`config.mk`:
```
export PLATFORM = sky130hd
export DESIGN_NAME = sent_share_addr
export DESIGN_NICKNAME = d
export VERILOG_FILES = /design/src/core/sent_share_pkg.sv /design/src/core/sent_share_addr.sv
export SDC_FILE = /design/constraint.sdc
export NUM_CORES = 1
export LEC_CHECK = 0
export ABC_AREA = 0
export BUFFER_PORTS_ARGS = -buffer_cell sky130_fd_sc_hd__buf_2
export CAP_MARGIN = 15
export CORE_ASPECT_RATIO = 0.7
export CORE_MARGIN = 1.5
export CORE_UTILIZATION = 50
export DETAILED_ROUTE_END_ITERATION = 7
export PLACE_DENSITY = 0.77
export SLEW_MARGIN = 20
export SYNTH_ARGS = -nofsm -noshare
export SYNTH_HDL_FRONTEND = slang
export SYNTH_SLANG_ARGS = --single-unit
```
`constraint.sdc`:
```
create_clock -name clk -period 2.3 [get_ports clk]
set_input_delay 0.115 -clock clk [delete_from_list [all_inputs] [get_ports clk]]
set_output_delay 0.115 -clock clk [all_outputs]
set_load 0.05 [all_outputs]
```
`src/core/sent_share_pkg.sv`:
```
package sent_share_pkg;

    // link timing, in ticks of the sensor oscillator
    localparam int CLK_MHZ = 250;
    localparam int TICK_NS = 3000;
    localparam int TICK_CYCLES = (TICK_NS * CLK_MHZ) / 1000;
    localparam logic [9:0] TICK_LAST = 10'(TICK_CYCLES - 1);

    localparam logic [6:0] OUT_MIN = 7'd15;
    localparam logic [6:0] OUT_MAX = 7'd19;
    localparam logic [6:0] SMP_MIN = 7'd31;
    localparam logic [6:0] SMP_MAX = 7'd39;
    localparam logic [6:0] DIAG_MIN = 7'd56;
    localparam logic [6:0] DIAG_MAX = 7'd70;
    localparam logic [6:0] SYNC_MIN = 7'd93;
    localparam logic [6:0] SYNC_MAX = 7'd115;
    localparam logic [6:0] LOW_SAT = 7'h7f;
    localparam logic [9:0] ID_END_TICKS = 10'd18;
    localparam logic [9:0] IDLE_SYNC_TICKS = 10'd510;
    localparam logic [9:0] HIGH_SAT = 10'h3ff;

    // clean cycles seen before leaving offline
    localparam logic [2:0] FLUSH_CYCLES = 3'd4;

    // register map, byte addresses
    localparam logic [7:0] ADDR_CFG = 8'h00;
    localparam logic [7:0] ADDR_CTRL = 8'h04;
    localparam logic [7:0] ADDR_STATUS = 8'h08;
    localparam logic [7:0] ADDR_HELD = 8'h0c;

    localparam int DATA_W = 16;
    localparam int CTRL_LINK_OFF = 0;
    localparam int STAT_STATE_LSB = 0;
    localparam int STAT_SLOT_LSB = 4;
    localparam int STAT_HELD_VALID = 8;
    localparam int STAT_ID_LSB = 12;
    localparam int STAT_POR_PEND = 16;

    typedef struct packed {
        logic sequential_shared_mode;
        logic hold_on_first_slot;
        logic skip_broadcast_capture;
        logic sample_pulse_addresses;
        logic diag_pulse_addresses;
        logic selftest_permit;
        logic idle_resync;
        logic hold_offline_after_power;
        logic [1:0] sensor_id;
        logic [1:0] max_sensor;
    } cfg_t;

    localparam int CFG_W = $bits(cfg_t);
    localparam logic [11:0] CFG_RESET = 12'h800;

    typedef enum logic [1:0] {
        ST_OFFLINE = 2'b00,
        ST_SLOT_ALIGN = 2'b01,
        ST_ONLINE = 2'b11
    } link_state_t;

    typedef enum logic [2:0] {
        FN_NONE = 3'h0,
        FN_OUTPUT = 3'h1,
        FN_SAMPLE = 3'h2,
        FN_DIAG = 3'h3,
        FN_SYNC = 3'h4
    } func_t;

endpackage

```
`src/core/sent_share_addr.sv`:
```
`timescale 1ns/100ps
module sent_share_addr
    import sent_share_pkg::*;
(
    input wire logic clk,                    // 250 MHz clock
    input wire logic sys_rst,                // synchronous reset
    input wire logic line_in,                // shared line level
    input wire logic [DATA_W-1:0] mag_data,  // live magnetic data
    input wire logic contention,             // collision seen by frame tx
    input wire logic selftest_active,        // self-test running
    input wire logic manchester_takeover,    // line taken by access code
    input wire logic [7:0] reg_addr,         // register byte address
    input wire logic [31:0] reg_wdata,       // register write data
    input wire logic reg_wr,                 // write strobe
    input wire logic reg_rd,                 // read strobe
    output logic [31:0] reg_rdata,           // read data, one cycle later
    output logic frame_req,                  // pulse: start a frame
    output logic [DATA_W-1:0] frame_data,    // payload for that frame
    output logic selftest_start,             // pulse: begin self-test
    output logic drive_permit                // frame tx may drive the line
);

    cfg_t cfg;
    logic link_off_reg;
    link_state_t state;
    logic [9:0] tick_div;
    logic tick_en;
    logic [2:0] line_pipe;
    logic [6:0] low_ticks;
    logic [9:0] high_ticks;
    logic [1:0] slot;
    logic id_wait;
    func_t id_func;
    logic [1:0] id_count;
    logic id_over;
    logic [DATA_W-1:0] held;
    logic held_valid;
    logic [2:0] flush_cnt;
    logic por_pending;

    logic line_now, line_rise, line_fall, listen, seq;
    func_t fn;
    logic fn_event, fn_is_addr, seq_addr_evt, id_resolve, hit;
    func_t hit_func;
    logic capture, reply, diag_go, sync_evt, idle_evt;
    logic link_off, contention_off, shutdown, discard, leave_offline;
    // filtered line; stage 0 feeds only stage 1
    assign line_now = line_pipe[1];
    assign line_rise = line_pipe[1] && !line_pipe[2];
    assign line_fall = !line_pipe[1] && line_pipe[2];
    assign listen = (state != ST_OFFLINE);
    assign seq = cfg.sequential_shared_mode;
    assign link_off = link_off_reg || manchester_takeover;
    always_ff @(posedge clk) begin
        if (sys_rst || tick_div == TICK_LAST) begin
            tick_div <= 10'h000;
        end else begin
            tick_div <= tick_div + 10'h001;
        end
    end
    assign tick_en = (tick_div == TICK_LAST);
    always_ff @(posedge clk) begin
        if (sys_rst) begin
            line_pipe <= 3'h7;
        end else begin
            line_pipe <= {line_pipe[1:0], line_in};
        end
    end
    // pulse width and idle length, both in ticks
    always_ff @(posedge clk) begin
        if (sys_rst || line_fall) begin
            low_ticks <= 7'h00;
        end else if (!line_now && tick_en && low_ticks != LOW_SAT) begin
            low_ticks <= low_ticks + 7'h01;
        end
    end
    always_ff @(posedge clk) begin
        if (sys_rst || line_rise) begin
            high_ticks <= 10'h000;
        end else if (line_now && tick_en && high_ticks != HIGH_SAT) begin
            high_ticks <= high_ticks + 10'h001;
        end
    end
    always_comb begin
        fn = FN_NONE;
        if (low_ticks >= OUT_MIN && low_ticks <= OUT_MAX) begin
            fn = FN_OUTPUT;
        end
        if (low_ticks >= SMP_MIN && low_ticks <= SMP_MAX) begin
            fn = FN_SAMPLE;
        end
        if (low_ticks >= DIAG_MIN && low_ticks <= DIAG_MAX) begin
            fn = FN_DIAG;
        end
        if (low_ticks >= SYNC_MIN && low_ticks <= SYNC_MAX) begin
            fn = FN_SYNC;
        end
    end
    assign fn_is_addr = (fn == FN_OUTPUT)
        || (fn == FN_SAMPLE && cfg.sample_pulse_addresses)
        || (fn == FN_DIAG && cfg.diag_pulse_addresses);
    // while an id is being counted, low pulses are increments
    assign fn_event = listen && line_rise && fn != FN_NONE
        && !(!seq && id_wait);
    // addressing pulses only count once aligned
    assign seq_addr_evt = seq && fn_event && fn_is_addr
        && state == ST_ONLINE;
    assign id_resolve = !seq && id_wait && state == ST_ONLINE
        && line_now && tick_en && high_ticks == ID_END_TICKS - 10'd1;
    always_comb begin
        hit = 1'b0;
        hit_func = FN_NONE;
        if (seq_addr_evt && slot == cfg.sensor_id) begin
            hit = 1'b1;
            hit_func = fn;
        end else if (id_resolve && !id_over
                     && id_count == cfg.sensor_id) begin
            hit = 1'b1;
            hit_func = id_func;
        end
    end
    // both options off means no capture path
    assign capture = fn_event
        && ((fn == FN_SAMPLE && !cfg.skip_broadcast_capture)
        || (seq && fn == FN_OUTPUT && cfg.hold_on_first_slot
        && state == ST_ONLINE && slot == 2'd0));
    // output or addressing sample draws a frame
    assign reply = hit && (hit_func == FN_OUTPUT || hit_func == FN_SAMPLE);
    assign diag_go = cfg.selftest_permit
        && ((fn_event && fn == FN_DIAG && !cfg.diag_pulse_addresses)
        || (hit && hit_func == FN_DIAG));
    assign sync_evt = seq && fn_event && fn == FN_SYNC;
    assign idle_evt = seq && cfg.idle_resync && listen && line_now
        && tick_en && high_ticks == IDLE_SYNC_TICKS;
    // contention matters only in sequential mode
    assign contention_off = seq && contention && state == ST_ONLINE;
    assign shutdown = link_off || selftest_active || diag_go
        || contention_off;
    assign discard = link_off || diag_go || selftest_active;
    assign leave_offline = state == ST_OFFLINE && !shutdown
        && flush_cnt == FLUSH_CYCLES && line_now;
    // addressed mode id collection
    always_ff @(posedge clk) begin
        if (sys_rst || shutdown || seq) begin
            id_wait <= 1'b0;
            id_func <= FN_NONE;
            id_count <= 2'd0;
            id_over <= 1'b0;
        end else if (id_resolve) begin
            id_wait <= 1'b0;
        end else if (listen && line_rise && id_wait) begin
            // more than three increments is no valid id
            if (id_count == 2'd3) begin
                id_over <= 1'b1;
            end else begin
                id_count <= id_count + 2'd1;
            end
        end else if (fn_event && fn_is_addr) begin
            id_wait <= 1'b1;
            id_func <= fn;
            id_count <= 2'd0;
            id_over <= 1'b0;
        end
    end
    // held flag, capture wins over discard
    always_ff @(posedge clk) begin
        if (sys_rst) begin
            held <= '0;
            held_valid <= 1'b0;
        end else if (capture) begin
            held <= mag_data;
            held_valid <= 1'b1;
        end else if (discard) begin
            held_valid <= 1'b0;
        end
    end
    always_ff @(posedge clk) begin
        if (sys_rst) begin
            frame_req <= 1'b0;
            frame_data <= '0;
        end else begin
            frame_req <= reply;
            if (reply) begin
                frame_data <= (held_valid && !capture) ? held : mag_data;
            end
        end
    end

    always_ff @(posedge clk) begin
        if (sys_rst) begin
            selftest_start <= 1'b0;
        end else begin
            selftest_start <= diag_go;
        end
    end
    always_ff @(posedge clk) begin
        if (sys_rst) begin
            slot <= 2'd0;
        end else if (sync_evt || idle_evt) begin
            slot <= 2'd0;
        end else if (leave_offline && seq) begin
            slot <= 2'd0;
        end else if (seq_addr_evt) begin
            slot <= (slot == cfg.max_sensor) ? 2'd0 : slot + 2'd1;
        end
    end

    always_ff @(posedge clk) begin
        if (sys_rst || state != ST_OFFLINE || shutdown) begin
            flush_cnt <= 3'd0;
        end else if (flush_cnt != FLUSH_CYCLES) begin
            flush_cnt <= flush_cnt + 3'd1;
        end
    end

    always_ff @(posedge clk) begin
        if (sys_rst) begin
            por_pending <= 1'b1;
        end else if (leave_offline) begin
            por_pending <= 1'b0;
        end
    end

    always_ff @(posedge clk) begin
        if (sys_rst) begin
            state <= ST_OFFLINE;
        end else begin
            case (state)
                ST_OFFLINE: begin
                    if (leave_offline) begin
                        if (!seq) begin
                            state <= ST_ONLINE;
                        end else if (por_pending
                                     && !cfg.hold_offline_after_power) begin
                            state <= ST_ONLINE;
                        end else begin
                            state <= ST_SLOT_ALIGN;
                        end
                    end
                end
                ST_SLOT_ALIGN: begin
                    if (shutdown) begin
                        state <= ST_OFFLINE;
                    end else if (sync_evt || idle_evt) begin
                        state <= ST_ONLINE;
                    end
                end
                ST_ONLINE: begin
                    if (shutdown) begin
                        state <= ST_OFFLINE;
                    end
                end
                default: begin
                    state <= ST_OFFLINE;
                end
            endcase
        end
    end
    always_ff @(posedge clk) begin
        if (sys_rst) begin
            drive_permit <= 1'b0;
        end else begin
            drive_permit <= (state == ST_ONLINE) && !shutdown;
        end
    end

    always_ff @(posedge clk) begin
        if (sys_rst) begin
            cfg <= cfg_t'(CFG_RESET);
            link_off_reg <= 1'b0;
        end else if (reg_wr && reg_addr == ADDR_CFG) begin
            cfg <= cfg_t'(reg_wdata[CFG_W-1:0]);
        end else if (reg_wr && reg_addr == ADDR_CTRL) begin
            link_off_reg <= reg_wdata[CTRL_LINK_OFF];
        end
    end
    // unmapped addresses read as zero
    always_ff @(posedge clk) begin
        if (sys_rst) begin
            reg_rdata <= 32'h0000_0000;
        end else if (reg_rd) begin
            reg_rdata <= 32'h0000_0000;
            case (reg_addr)
                ADDR_CFG: reg_rdata[CFG_W-1:0] <= cfg;
                ADDR_CTRL: reg_rdata[CTRL_LINK_OFF] <= link_off_reg;
                ADDR_STATUS: begin
                    reg_rdata[STAT_STATE_LSB +: 2] <= state;
                    reg_rdata[STAT_SLOT_LSB +: 2] <= slot;
                    reg_rdata[STAT_HELD_VALID] <= held_valid;
                    reg_rdata[STAT_ID_LSB +: 2] <= id_count;
                    reg_rdata[STAT_POR_PEND] <= por_pending;
                end
                ADDR_HELD: reg_rdata[DATA_W-1:0] <= held;
                default: reg_rdata <= 32'h0000_0000;
            endcase
        end
    end
endmodule

```
==> summary.md <==
| Metric | Value |
|---|---|
| Status | `finished clean` |
| DP Wirelength | `10300 µm` |
| Max Root-Sink Buffers | `2` |
| Worst r2r dst | `frame_data[12]` |
| Synth Cell Area | `5530 µm²` |
| Wirelength, routed | `14700 µm` |
| Count leader, synth | `dfxtp_1` |
| Post-Place Cell Area | `6190 µm²` |
| Inserted Clock Buffers | `9` |
| Number of clock sinks | `111` |
| Pwr Total | `3670 µW` |
| Sequential fraction of the synthesis area | `40.2%` |
| Cell family with most CP delay | `simple AND/OR/NAND/NOR gates` |
| GRT Max-Usage Layer | `met2` |
| Worst vdd ir | `344 µV` |
| ANT cells | `0` |
| Most used DFF post-synth | `dfxtp_1` |
| Reg-to-reg startpoint | `low_ticks[0]` |
| Slew @ Worst Pin | `0.726 ns` |
| Number of flops mapped to enable cells by yosys | `0` |
| CP Launch Type | `flip-flop` |
| Final Hold Fails | `0` |
| DR pass1 iterations | `5` |
| Die Height | `91.0 µm` |
| Slew headroom | `51.6%` |
| Hold WC Path Type | `in2reg` |
| Crit-path max cell delay | `0.46 ns` |
| P&R area growth vs syn | `20.4%` |
| Met2 Usage GRT | `38.2%` |
| Largest cells by area after synthesis | `dfxtp_1 40%, mux2i_1 7.1%, nor2_1 5.4%, xor2_1 3.3%, a21oi_1 3.2%` |
| Antenna viol nets, final | `0` |
| Post-synth top area cell | `dfxtp_1` |
| Syn Area/Cell | `8.97 µm²` |
| Syn. warnings | `0` |
| Fraction of layout cells with a size suffix above 1 | `27.2%` |
| Layout Cells excl Fill | `871` |
| All-layer global routing usage | `24.9%` |
| Nets | `794` |
| GR Util met1 | `35.4%` |
| Max Clock Freq | `442 MHz` |
| Clk_lat worst skew | `0.36 ns` |
| Multi-input gate area | `3070 µm²` |
| Die area | `11700 µm²` |
| Critical path class | `reg2reg` |
| Synth Register Bits | `111` |
| CTS tree | `done` |
| Placeable Area | `10600 µm²` |
| Vias in the first global route | `4734` |
| Die X | `129 µm` |
| Clk_skew | `0.00768 ns` |
| Worst Path Required | `2.51 ns` |
| Max Cap Violations | `0` |
| Fin crit share | `98.3%` |
| GR Util met3 | `5.48%` |
| Post-synth top cells | `111 x dfxtp_1, 79 x nor2_1, 39 x mux2i_1` |
| Period minus WS final | `2.26 ns` |
| Startpoint of the worst hold path | `reg_wdata[2]` |
| Final core utilization | `63.1%` |
| TNS Setup | `0 ns` |
| # DRC | `0` |
| Largest net degree at the start of global routing | `67` |
| Critical Path AT | `2.47 ns` |
| Final Max Tran Viols | `0` |
| R2R depth | `9` |
| Reg2reg setup slack | `0.04 ns` |
| Worst path bufs/invs | `3` |
| Post-synth top area share | `40.2%` |
| Synth async-reset ratio | `0%` |
| CTS clock-pin slew for the worst setup and hold paths | `0.07 ns` |
| Post-Syn Instances | `616` |
| Wire per inst | `16.8 µm` |
| Crit-path slowest cell | `a2111oi_4` |
| PortBufs | `79` |
| RSZ-0062 raised after global routing | `true` |
| Worst-path cell chain | `buf_4, and3b_4, nor4b_4, o21ai_2, buf_6, a2111oi_4, or2_4, clkbuf_16, a211oi_2` |
| Placed insts | `844` |
| Fillers | `863` |
| Post-synth cell types | `68` |
| Gpl congestion | `0.938` |
| Initial antenna violation count | `0` |
| Register area | `2230 µm²` |
| Element type at the critical path end | `flip-flop` |
| Routed vias | `5004` |
| DR iter-0 viols | `418` |
| Global-route wire length before repair | `23300 µm` |
| Via/cell ratio | `5.75` |
| P_leak | `0.00266 µW` |
| Root Driver | `clkbuf_16` |
| Pwr/cell area | `552 nW/µm²` |
| Worst Hold End | `cfg[2]` |
| Final instance area | `6660 µm²` |
| Hold path depth | `3` |
| Initial Utilization | `52.4%` |
| Top flop regs | `reg_rdata x17, frame_data x16, held x16` |
| Largest register FFs | `17` |
| Reg with most FFs | `reg_rdata` |
| Depth of the CTS H-tree | `3` |
| Num rows | `31` |
| Crit Path Max Fanout | `9` |
| I/O pin count | `115` |
| GRT Residual Overflow | `0` |
| Final-report setup violation count | `0` |
-- area by class of cell --
| class | instances | area share, % |
|---|---|---|
| clock buffers | 9 | 3.38 |
| clock inverters | 7 | 0.865 |
| inverters | 14 | 0.790 |
| multi-input cells | 453 | 46.1 |
| flip-flops and latches | 111 | 33.4 |
| well taps | 148 | 2.78 |
| repair buffers | 129 | 12.6 |
-- worst reg2reg max path, stage by stage (launching register included) --
cell and delay, ns:
dfxtp_2 0.34, buf_4 0.16, and3b_4 0.20, nor4b_4 0.26, o21ai_2 0.10, buf_6 0.14, a2111oi_4 0.46, or2_4 0.24
clkbuf_16 0.16, a211oi_2 0.06
-- metal layers --
| layer | part of all wire [%] | up-vias | wire length (µm) |
|---|---|---|---|
| met3 | 8.8 | 32 | 1290 |
| li1 | - | 2349 | - |
| met4 | 2.0 | 0 | 293 |
| met1 | 45 | 2386 | 6630 |
| met5 | 0 | - | 0 |
| met2 | 44 | 237 | 6460 |
-- worst max path at each step --
stage / startpoint / endpoint / slack (ns) / cells past startpoint
global route: low_ticks[1] / frame_data[0] / -0.06 / 9
global placement: low_ticks[0] / held[14] / -0.13 / 7
floorplan: tick_div[0] / high_ticks[7] / 0.03 / 7
CTS: low_ticks[0] / frame_data[5] / 0.02 / 9
finish: low_ticks[0] / frame_data[12] / 0.04 / 9
detailed placement: low_ticks[0] / held[13] / -0.24 / 7
-- where the power goes --
group	switching [µW]	leakage, µW	internal (µW)	total (µW)
registers	8.84	0.000898	1930	1940
clock network	748	0.000122	746	1490
logic	173	0.00164	63.5	237
-- cells in the final DEF (no fill, tap or decap), types with 4 or more instances in the layout --
| cell | instances |
|---|---|
| nor2b_1 | 7 |
| clkinvlp_4 | 5 |
| nand3_1 | 32 |
| mux2_2 | 5 |
| buf_4 | 42 |
| inv_1 | 14 |
| nor3_1 | 23 |
| buf_2 | 79 |
| a211oi_2 | 10 |
| o21ai_0 | 11 |
| xor2_1 | 21 |
| nand4b_1 | 5 |
| nor3_2 | 4 |
| or2_2 | 6 |
| and3_1 | 7 |
| xnor2_1 | 5 |
| nand2_1 | 33 |
| nand2b_1 | 11 |
| conb_1 | 15 |
| mux2i_1 | 39 |
| ha_1 | 11 |
| a22oi_1 | 7 |
| a211oi_1 | 17 |
| clkbuf_16 | 10 |
| a21oi_1 | 35 |
| dfxtp_1 | 108 |
| nand4_1 | 12 |
| nor2_1 | 79 |
-- repair_timing --
item                                    4_1_cts  5_1_grt
cloned                                        0        2
gates resized for setup                       1       16
endpoints found under the setup margin       18       24
hold buffers                                  1        0
pin swaps                                     1       11
hold endpoints to repair                      1        0
setup buffers                                 2        6
-- cell families (layout without fill, tap and decap cells) --
| group | Yosys count | after routing | synth area share, % |
|---|---|---|---|
| AND/OR/NAND/NOR | 250 | 250 | 23.9 |
| flip-flops | 111 | 111 | 40.2 |
| AO/OA/AOI/OAI | 106 | 106 | 14.3 |
| buffers and inverters | 66 | 159 | 6.63 |
| multiplexers | 44 | 44 | 8.08 |
| XOR/XNOR | 26 | 26 | 4.12 |
| adder cells (fa/ha/maj) | 12 | 12 | 2.72 |
| other | 1 | 15 | 0.0679 |
-- per-stage QoR --
step	hold slack, ns	setup WS (ns)
floorplan	0.219	0.0258
global placement	0.306	-0.128
detailed placement	0.306	-0.244
CTS	0.00997	0.0178
global route	0.0222	-0.0613
finish	0.0187	0.0384
No activity file was read; power rests on OpenSTA's default activity.
